**src/include/bce_pkg.sv**
```systemverilog
/*
  Constants for the byte processor execution datapath: opcode groups,
  exact opcodes, machine cycle timing and reset values.
  Assumes a single clk_sys domain; no timescale needed here.
*/
package bce_pkg;
  // Opcode high nibbles that take a register nibble
  localparam logic [3:0] OPH_LOAD_N = 4'h0;
  localparam logic [3:0] OPH_INC_N = 4'h1;
  localparam logic [3:0] OPH_DEC_N = 4'h2;
  localparam logic [3:0] OPH_LOAD_ADV = 4'h4;
  localparam logic [3:0] OPH_STORE_N = 4'h5;
  localparam logic [3:0] OPH_GET_LO = 4'h8;
  localparam logic [3:0] OPH_GET_HI = 4'h9;
  localparam logic [3:0] OPH_PUT_LO = 4'hA;
  localparam logic [3:0] OPH_PUT_HI = 4'hB;
  // Exact opcodes
  localparam logic [7:0] OP_BUMP_X = 8'h60;
  localparam logic [7:0] OP_LDX_ADV = 8'h72;
  localparam logic [7:0] OP_STX_BACK = 8'h73;
  localparam logic [7:0] OP_ADD_C_M = 8'h74;
  localparam logic [7:0] OP_ROR_C = 8'h76;
  localparam logic [7:0] OP_SUB_B_M = 8'h77;
  localparam logic [7:0] OP_ADD_C_I = 8'h7C;
  localparam logic [7:0] OP_ROL_C = 8'h7E;
  localparam logic [7:0] OP_LDX = 8'hF0;
  localparam logic [7:0] OP_OR_M = 8'hF1;
  localparam logic [7:0] OP_AND_M = 8'hF2;
  localparam logic [7:0] OP_XOR_M = 8'hF3;
  localparam logic [7:0] OP_ADD_M = 8'hF4;
  localparam logic [7:0] OP_SHR = 8'hF6;
  localparam logic [7:0] OP_SUB_M = 8'hF7;
  localparam logic [7:0] OP_LD_I = 8'hF8;
  localparam logic [7:0] OP_OR_I = 8'hF9;
  localparam logic [7:0] OP_AND_I = 8'hFA;
  localparam logic [7:0] OP_XOR_I = 8'hFB;
  localparam logic [7:0] OP_ADD_I = 8'hFC;
  localparam logic [7:0] OP_SHL = 8'hFE;
  localparam logic [7:0] OP_SUB_I = 8'hFF;
  // Timing: eight clocks per machine cycle, two machine cycles per instruction
  localparam int CLK_PER_MCYC = 8;
  localparam int MCYC_PER_INSTR = 2;
  localparam int INSTR_CLKS = CLK_PER_MCYC * MCYC_PER_INSTR;
  localparam logic [3:0] LAST_TICK = 4'(INSTR_CLKS - 1);
  localparam logic [3:0] MEM_TICK = 4'(CLK_PER_MCYC + 3);
  localparam logic [3:0] REG_COUNT_M1 = 4'hF;
  // Reset values
  localparam logic [7:0] ACC_RST = 8'h00;
  localparam logic [15:0] PTR_RST = 16'h0000;
  // Execution states
  typedef enum logic [2:0] {
    ST_IDLE = 3'b001,
    ST_FETCH = 3'b010,
    ST_EXEC = 3'b100
  } bce_state_t;
endpackage : bce_pkg

```
**src/bce_datapath.sv**
```systemverilog
/*
  Execution datapath of an 8-bit processor: accumulator, carry flag,
  sixteen 16-bit pointer registers, register/memory/logic/shift/arith ops.
  Assumes a sequencer hands in one opcode per start pulse and that the
  byte-wide memory answers a read within the same clock (synchronous
  data input registered at MEM_TICK).
*/
// What this block does
// - Bits of every register count up from bit zero, the least significant.
// - A pointer is chosen by opcode nibble, index selector or program-counter selector.
// - 1N increments, 2N decrements the nibble pointer; 60 increments the index pointer.
// - 8N copies pointer low byte, 9N pointer high byte, into the accumulator.
// - AN and BN write accumulator into pointer low or high byte, accumulator kept.
// - 0N with nonzero nibble loads accumulator from memory at nibble pointer.
// - F0 loads via index pointer; 4N and 72 load then advance their pointer.
// - F8 loads the following byte and advances the program counter past it.
// - 5N stores accumulator at nibble pointer address, nothing else changes.
// - 73 stores accumulator at index pointer, then decrements that pointer.
// - F1 ORs memory at index pointer into accumulator; F9 uses immediate byte.
// - F3 XORs memory at index pointer into accumulator; FB uses immediate byte.
// - F2 ANDs memory at index pointer into accumulator; FA uses immediate byte.
// - F6 shifts accumulator right, old LSB into carry, zero into MSB.
// - 76 rotates right through carry: LSB to carry, old carry to MSB.
// - FE shifts accumulator left, old MSB into carry, zero into LSB.
// - 7E rotates left through carry: MSB to carry, old carry to LSB.
// - F4 memory and FC immediate add to accumulator, carry-out to carry flag.
// - 74 memory and 7C immediate add operand plus carry, carry-out kept.
// - F7 memory and FF immediate subtract from accumulator; carry zero means borrow.
// - 77 subtracts memory plus inverted carry from accumulator, carry stored.
// - Each instruction takes two machine cycles of eight clocks each.
`timescale 1ns/10ps
module bce_datapath (
  // Clock and reset
  input wire logic clk_sys,
  input wire logic rst_n,
  // Instruction hand-in from the sequencer
  input wire logic start,
  input wire logic [7:0] opcode,
  input wire logic [3:0] index_sel,
  input wire logic [3:0] pc_sel,
  output logic busy,
  output logic done,
  // External byte memory
  output logic [15:0] mem_addr,
  output logic mem_rd,
  output logic mem_wr,
  output logic [7:0] mem_wdata,
  input wire logic [7:0] mem_rdata,
  // Visible datapath state
  output logic [7:0] acc,
  output logic carry_flag
);

  // Decoded operation class
  typedef struct packed {
    logic uses_mem;     // reads memory operand
    logic is_store;     // writes accumulator to memory
    logic ptr_inc;      // pointer +1 after the access
    logic ptr_dec;      // pointer -1 after the access
    logic [1:0] sel;    // 0 nibble, 1 index, 2 program counter
    logic legal;        // opcode belongs to this datapath
  } bce_dec_t;

  // All control state in one record
  typedef struct packed {
    bce_pkg::bce_state_t state;
    logic [3:0] tick;
    logic [7:0] op;
    logic [3:0] xs;
    logic [3:0] ps;
    logic [7:0] opnd;
    logic [7:0] acc;
    logic carry;
    logic done;
    logic rd;
    logic wr;
    logic [15:0] addr;
    logic [7:0] wdata;
  } bce_state_rec_t;

  // Pointer array lives apart from the record: it is a memory, not control
  logic [15:0] ptr_ff [16];
  bce_state_rec_t cur_ff;
  bce_state_rec_t nxt_cur;
  logic ptr_we;
  logic [3:0] ptr_widx;
  logic [15:0] ptr_wval;

  // Decode of the held opcode
  function automatic bce_dec_t decode(input logic [7:0] op);
    bce_dec_t d;
    d = '0;
    case (op[7:4])
      bce_pkg::OPH_LOAD_N: begin
        d.legal = (op[3:0] != 4'h0);
        d.uses_mem = d.legal;
      end
      bce_pkg::OPH_INC_N, bce_pkg::OPH_DEC_N,
      bce_pkg::OPH_GET_LO, bce_pkg::OPH_GET_HI,
      bce_pkg::OPH_PUT_LO, bce_pkg::OPH_PUT_HI: begin
        d.legal = 1'b1;
      end
      bce_pkg::OPH_LOAD_ADV: begin
        d.legal = 1'b1;
        d.uses_mem = 1'b1;
        d.ptr_inc = 1'b1;
      end
      bce_pkg::OPH_STORE_N: begin
        d.legal = 1'b1;
        d.is_store = 1'b1;
      end
      default: begin
        d.legal = 1'b1;
        d.sel = 2'h1;
        case (op)
          bce_pkg::OP_BUMP_X, bce_pkg::OP_ROR_C, bce_pkg::OP_ROL_C,
          bce_pkg::OP_SHR, bce_pkg::OP_SHL: begin
          end
          bce_pkg::OP_LDX_ADV: begin
            d.uses_mem = 1'b1;
            d.ptr_inc = 1'b1;
          end
          bce_pkg::OP_STX_BACK: begin
            d.is_store = 1'b1;
            d.ptr_dec = 1'b1;
          end
          bce_pkg::OP_LDX, bce_pkg::OP_OR_M, bce_pkg::OP_AND_M, bce_pkg::OP_XOR_M,
          bce_pkg::OP_ADD_M, bce_pkg::OP_SUB_M, bce_pkg::OP_ADD_C_M,
          bce_pkg::OP_SUB_B_M: begin
            d.uses_mem = 1'b1;
          end
          bce_pkg::OP_LD_I, bce_pkg::OP_OR_I, bce_pkg::OP_AND_I, bce_pkg::OP_XOR_I,
          bce_pkg::OP_ADD_I, bce_pkg::OP_SUB_I, bce_pkg::OP_ADD_C_I: begin
            d.uses_mem = 1'b1;
            d.ptr_inc = 1'b1;
            d.sel = 2'h2;
          end
          default: begin
            d.legal = 1'b0;
          end
        endcase
      end
    endcase
    return d;
  endfunction : decode

  bce_dec_t dec;
  logic [3:0] sel_idx;
  logic [15:0] sel_ptr;
  logic [8:0] alu_sum;
  logic [7:0] alu_res;
  logic alu_c;
  logic alu_wr;

  // Selector mux: nibble, index or program counter picks the pointer
  always_comb begin
    dec = decode(cur_ff.op);
    case (dec.sel)
      2'h1: sel_idx = cur_ff.xs;
      2'h2: sel_idx = cur_ff.ps;
      default: sel_idx = cur_ff.op[3:0];
    endcase
    sel_ptr = ptr_ff[sel_idx];
  end

  // Accumulator and carry results; carry bit 8 of a 9-bit sum is bit 0-counted
  always_comb begin
    alu_sum = 9'h000;
    alu_res = cur_ff.acc;
    alu_c = cur_ff.carry;
    alu_wr = 1'b1;
    case (cur_ff.op)
      bce_pkg::OP_OR_M, bce_pkg::OP_OR_I: alu_res = cur_ff.acc | cur_ff.opnd;
      bce_pkg::OP_XOR_M, bce_pkg::OP_XOR_I: alu_res = cur_ff.acc ^ cur_ff.opnd;
      bce_pkg::OP_AND_M, bce_pkg::OP_AND_I: alu_res = cur_ff.acc & cur_ff.opnd;
      bce_pkg::OP_SHR: begin
        alu_res = {1'b0, cur_ff.acc[7:1]};
        alu_c = cur_ff.acc[0];
      end
      bce_pkg::OP_ROR_C: begin
        alu_res = {cur_ff.carry, cur_ff.acc[7:1]};
        alu_c = cur_ff.acc[0];
      end
      bce_pkg::OP_SHL: begin
        alu_res = {cur_ff.acc[6:0], 1'b0};
        alu_c = cur_ff.acc[7];
      end
      bce_pkg::OP_ROL_C: begin
        alu_res = {cur_ff.acc[6:0], cur_ff.carry};
        alu_c = cur_ff.acc[7];
      end
      bce_pkg::OP_ADD_M, bce_pkg::OP_ADD_I: begin
        alu_sum = {1'b0, cur_ff.acc} + {1'b0, cur_ff.opnd};
        alu_res = alu_sum[7:0];
        alu_c = alu_sum[8];
      end
      bce_pkg::OP_ADD_C_M, bce_pkg::OP_ADD_C_I: begin
        alu_sum = {1'b0, cur_ff.acc} + {1'b0, cur_ff.opnd} + {8'h00, cur_ff.carry};
        alu_res = alu_sum[7:0];
        alu_c = alu_sum[8];
      end
      bce_pkg::OP_SUB_M, bce_pkg::OP_SUB_I: begin
        // Two's complement: carry out set means no borrow
        alu_sum = {1'b0, cur_ff.acc} + {1'b0, ~cur_ff.opnd} + 9'h001;
        alu_res = alu_sum[7:0];
        alu_c = alu_sum[8];
      end
      bce_pkg::OP_SUB_B_M: begin
        alu_sum = {1'b0, cur_ff.acc} + {1'b0, ~cur_ff.opnd} + {8'h00, cur_ff.carry};
        alu_res = alu_sum[7:0];
        alu_c = alu_sum[8];
      end
      bce_pkg::OP_LDX, bce_pkg::OP_LDX_ADV, bce_pkg::OP_LD_I: alu_res = cur_ff.opnd;
      default: begin
        case (cur_ff.op[7:4])
          bce_pkg::OPH_LOAD_N, bce_pkg::OPH_LOAD_ADV: alu_res = cur_ff.opnd;
          bce_pkg::OPH_GET_LO: alu_res = sel_ptr[7:0];
          bce_pkg::OPH_GET_HI: alu_res = sel_ptr[15:8];
          default: alu_wr = 1'b0; // accumulator kept
        endcase
      end
    endcase
  end

  // Sequencer: idle, fetch to tick 12 (memory at MEM_TICK, second machine cycle), execute ticks 13 to 15
  always_comb begin
    nxt_cur = cur_ff;
    nxt_cur.done = 1'b0;
    nxt_cur.rd = 1'b0;
    nxt_cur.wr = 1'b0;
    ptr_we = 1'b0;
    ptr_widx = sel_idx;
    ptr_wval = sel_ptr;
    case (cur_ff.state)
      bce_pkg::ST_IDLE: begin
        if (start) begin
          nxt_cur.op = opcode;
          nxt_cur.xs = index_sel;
          nxt_cur.ps = pc_sel;
          nxt_cur.tick = 4'h0;
          nxt_cur.state = bce_pkg::ST_FETCH;
        end
      end
      bce_pkg::ST_FETCH: begin
        nxt_cur.tick = cur_ff.tick + 4'h1;
        // Address settles early in the cycle; strobe one clock before capture
        nxt_cur.addr = sel_ptr;
        nxt_cur.wdata = cur_ff.acc;
        if (cur_ff.tick == bce_pkg::MEM_TICK - 4'h1) begin
          nxt_cur.rd = dec.uses_mem;
          nxt_cur.wr = dec.is_store;
        end
        if (cur_ff.tick == bce_pkg::MEM_TICK && dec.uses_mem) begin
          nxt_cur.opnd = mem_rdata;
        end
        if (cur_ff.tick == bce_pkg::MEM_TICK + 4'h1) begin
          nxt_cur.state = bce_pkg::ST_EXEC;
        end
      end
      bce_pkg::ST_EXEC: begin
        nxt_cur.tick = cur_ff.tick + 4'h1;
        if (cur_ff.tick == bce_pkg::LAST_TICK) begin
          nxt_cur.state = bce_pkg::ST_IDLE;
          nxt_cur.done = 1'b1;
          if (dec.legal) begin
            if (alu_wr) begin
              nxt_cur.acc = alu_res;
            end
            nxt_cur.carry = alu_c;
            ptr_we = 1'b1;
            // 16-bit arithmetic wraps modulo 65536 by width
            if (dec.ptr_inc || cur_ff.op[7:4] == bce_pkg::OPH_INC_N ||
                cur_ff.op == bce_pkg::OP_BUMP_X) begin
              ptr_wval = sel_ptr + 16'h0001;
            end else if (dec.ptr_dec || cur_ff.op[7:4] == bce_pkg::OPH_DEC_N) begin
              ptr_wval = sel_ptr - 16'h0001;
            end else if (cur_ff.op[7:4] == bce_pkg::OPH_PUT_LO) begin
              ptr_wval = {sel_ptr[15:8], cur_ff.acc};
            end else if (cur_ff.op[7:4] == bce_pkg::OPH_PUT_HI) begin
              ptr_wval = {cur_ff.acc, sel_ptr[7:0]};
            end else begin
              ptr_we = 1'b0;
            end
          end
        end
      end
      default: begin
        nxt_cur.state = bce_pkg::ST_IDLE;
      end
    endcase
  end

  // State register
  always_ff @(posedge clk_sys) begin
    if (!rst_n) begin
      cur_ff <= '0;
      cur_ff.state <= bce_pkg::ST_IDLE;
      cur_ff.acc <= bce_pkg::ACC_RST;
    end else begin
      cur_ff <= nxt_cur;
    end
  end

  // Pointer array, one generate slot per register
  for (genvar gi = 0; gi <= 15; gi++) begin : g_ptr
    always_ff @(posedge clk_sys) begin
      if (!rst_n) begin
        ptr_ff[gi] <= bce_pkg::PTR_RST;
      end else if (ptr_we && ptr_widx == 4'(gi)) begin
        ptr_ff[gi] <= ptr_wval;
      end
    end
  end

  // Outputs, all from flip-flops except busy, decoded from the state
  assign busy = (cur_ff.state != bce_pkg::ST_IDLE);
  assign done = cur_ff.done;
  assign mem_addr = cur_ff.addr;
  assign mem_rd = cur_ff.rd;
  assign mem_wr = cur_ff.wr;
  assign mem_wdata = cur_ff.wdata;
  assign acc = cur_ff.acc;
  assign carry_flag = cur_ff.carry;

endmodule : bce_datapath

```
**config.mk**
```make
export PLATFORM = sky130hd
export DESIGN_NAME = bce_datapath
export DESIGN_NICKNAME = d
export VERILOG_FILES = /design/src/include/bce_pkg.sv /design/src/bce_datapath.sv
export SDC_FILE = /design/constraint.sdc
export NUM_CORES = 1
export LEC_CHECK = 0
export BUFFER_PORTS_ARGS = -buffer_cell sky130_fd_sc_hd__buf_2
export CORE_UTILIZATION = 30
export CTS_CLUSTER_DIAMETER = 50
export DETAILED_ROUTE_END_ITERATION = 8
export GPL_TIMING_DRIVEN = 0
export SETUP_SLACK_MARGIN = 0.5
export SKIP_CTS_REPAIR_TIMING = 1
export SLEW_MARGIN = 0
export SYNTH_ARGS = -nofsm -noshare
export SYNTH_HDL_FRONTEND = slang
export SYNTH_SLANG_ARGS = --single-unit
```
**constraint.sdc**
```tcl
create_clock -name clk_sys -period 7.3 [get_ports clk_sys]
set_input_delay 0.73 -clock clk_sys [delete_from_list [all_inputs] [get_ports clk_sys]]
set_output_delay 0.73 -clock clk_sys [all_outputs]
set_load 0.01 [all_outputs]
```
==> results.yml <==
yosys:
  yosys.area.top_type: "edfxtp_1"
  seq_area_frac_synth: 0.504
  ys_ff_latch: 323
  synth_flop_cell: "edfxtp_1"
  syn_avg_cell_area_um2: 9.51
  async_flop_share: 0
  synth_nets: 1947
  synth_cells: 1884
  synthDistinctLibCells: 89
  ys_warn_count: 0
  synth_area_leaders: "edfxtp_1 43%, dfxtp_1 7.5%, nor2_1 7.3%, nand2_1 4.9%, a211oi_1 3.7%"
  yosys.area.top_type_share: 0.429
  synth-edff-count: 256
  mappedNetlistArea_um2: 17900
power:
  vdd_drop_max_uv: 163
  clkPwrFrac: 0.390
  total_power_mw: 5.12
  intPower_mw: 3.47
  switching_share: 0.322
  leakagePower_nw: 7.53
  power_frac_seq: 0.408
  netSwitchingPower_mw: 1.65
  p_per_area_nw_per_um2: 246
  comb_power_share: 0.202
timing:
  hold_viol_final: 0
  fin_crit_ns: 6.54
  finalSetupTns_ns: 0
  fin_ws_ns: 0.760
  grt_setup_unrepaired: "no"
  finalSetupViolations: 0
  hold_slack_ns: 0.381
  skew_ns: 0.0382
  finalMaxSlewViolations: 0
  worst_pin_slew_ns: 1.31
  slew_headroom: 0.120
  fmax_ghz: 0.153
  finalCritPeriodShare: 0.896
clocking:
  clk_pin_slew_worst_paths_ns: 0.06
  cts.htree.levels: 2
  worstSkewPairLatency_ns: 0.60
  clock_sink_count: 323
  cts_tree: "done"
  cts.path.max_buffers: 3
  clockRootBuffer: "clkbuf_16"
  numCtsBuffers: 41
global_route:
  grt_use_total: 0.222
  gr-total-overflow: 0
  grt_antenna_before_repair: 0
  grt_pass1_vias: 15300
  grt_max_degree: 17
  grt_pass1_wl_um: 99900
worst_setup_path:
  path_delay_family: "simple AND/OR/NAND/NOR gates"
  cp.arrival_ns: 6.96
  required_ns: 7.72
  worstPathCellList: "buf_2 -> nor2b_1 -> o22ai_1 -> or3_1 -> nand2_1 -> buf_2 -> buf_1 -> a311oi_1 -> nor4_4 -> ha_1 -> nand4_1 -> nor4_1 -> xor2_1 -> o22ai_1 -> clkbuf_1 -> nor2b_1"
  worst_path_largest_cell_delay_ns: 0.80
  cp_num_buf_inv: 4
  start_kind: "flip-flop"
  crit_type: "flip-flop to flip-flop"
  cp_max_fo: 10
  cpMaxStageDelayCell: "buf_1"
  end_kind: "flip-flop"
routing:
  drc: 0
  drt_iter0_markers: 1840
  ant_nets: 0
  vias: 16100
  via_per_inst: 5.72
  wirelength_um: 68100
  wl_per_cell_um: 24.2
  drtPass1Iterations: 7
run_status:
  status: "complete, no violations"
place:
  preCtsSetupSlack_ns: 0.890
  gp_congestion: 0.945
  dp_hpwl_um: 49300
  io_buffer_count: 62
  place_area_um2: 19500
die:
  die_h_um: 246
  die-width_um: 246
  start_util: 0.304
  core_area_um2: 59000
  die_area_um2: 60700
  row_count: 89
  io_pins: 64
cells_and_area:
  final_common_cell: "nor2_1"
  syn_to_final_growth_pct: 16.4
  layout.nets: 2068
  drive_above_1_share: 0.143
  final_cell_mix: "350 x nor2_1, 256 x edfxtp_1, 232 x nand2_1, 98 x buf_2, 88 x a211oi_1"
  stdcell_area_um2: 20900
hold_path:
  min_path_type: "primary input to flip-flop"
run:
  maxCapViolations: 0
==> cells in the mapped netlist, types with 4 or more instances <==
library cell and number:
nor2_1 350, edfxtp_1 256, nand2_1 232, a211oi_1 88
clkbuf_1 81, a21oi_1 79, and3_1 71, dfxtp_1 67
o21ai_0 61, a311oi_1 53, nand3_1 47, buf_4 41
inv_1 40, buf_2 36, ha_1 34, nor3_1 24
xnor2_1 24, mux2i_1 19, nor2b_1 17, a22oi_1 13
nor4_1 13, o22ai_1 13, or4_1 12, nand4_1 11
a31oi_1 10, nor2_2 9, o31ai_1 9, or3_1 9
buf_6 8, nand2b_1 8, nor4_4 8, o21bai_1 8
a2111oi_0 7, a221oi_1 7, buf_1 7, xor2_1 7
a21o_1 5, a211oi_2 4, a221o_1 4, a222oi_1 4
a32oi_1 4, and2_1 4, nor3b_1 4, o21a_1 4
o221ai_1 4
==> tightest hold or removal path, cell delays in order <==
cell and delay (ns):
buf_2 0.08, mux2i_1 0.05, nor2_1 0.07
==> sequential cells by signal (all words and copies together) (netlist names) <==
| register | cells |
|---|---|
| ptr_ff | 256 |
| cur_ff | 31 |
| mem_addr | 16 |
| acc | 8 |
| mem_wdata | 8 |
| carry_flag | 1 |
| done | 1 |
| mem_rd | 1 |
| mem_wr | 1 |
==> area by class of cell <==
type                       instances  area [µm²]
buffer                           174         913
tap                              773         967
timing repair buffer              78         574
multi-input combinational       1345        7900
clock inverter                    27         269
antenna                            1        2.50
fill                            5988       38100
inverter                          42         158
clock buffer                      47        1060
sequential                       323        9030
==> path summary, 6_finish.rpt <==
path / from / end / slack, ns / cells after the start
max: cur_ff[56] / ptr_ff[15][14] / 0.76 / 16
min reg2reg: mem_wdata[4] / mem_wdata[4] / 0.46 / 2
min: mem_rdata[5] / cur_ff[41] / 0.38 / 3
max reg2reg: cur_ff[56] / ptr_ff[15][14] / 0.76 / 16
==> power groups by stage <==
stage	combinational [mW]	clock (mW)	sequential [mW]
detailed placement	0.999	0	2.13
CTS	1.00	2.01	2.09
floorplan	0.615	0	2.12
global route	1.08	2.08	2.10
global placement	0.974	0	2.13
finish	1.04	2.00	2.09
==> metrics by stage <==
stage                     cells   util
after global routing       2809  0.354
after detailed placement   2734  0.331
after floorplan            1884      -
after CTS                  2808  0.353
after global placement     2719  0.325
final                      2810  0.354
==> kinds of logic after synthesis <==
group | Yosys count | synth area share
AND/OR/NAND/NOR | 839 | 0.217
AO/OA/AOI/OAI | 418 | 0.166
flip-flops | 323 | 0.504
buffers and inverters | 216 | 0.0597
adder cells (fa/ha/maj) | 36 | 0.0260
XOR/XNOR | 31 | 0.0151
multiplexers | 21 | 0.0119
==> routing by layer <==
| metal | vias up | wire, µm | part of all wire | track usage |
|---|---|---|---|---|
| li1 | 7113 | - | - | - |
| met1 | 7771 | 26700 | 0.39 | 0.284 |
| met2 | 999 | 31600 | 0.46 | 0.365 |
| met3 | 190 | 6800 | 0.10 | 0.0399 |
| met4 | 0 | 3090 | 0.045 | 0.0997 |
| met5 | - | 0 | 0 | 0 |
(Power assumes the default switching activity.)
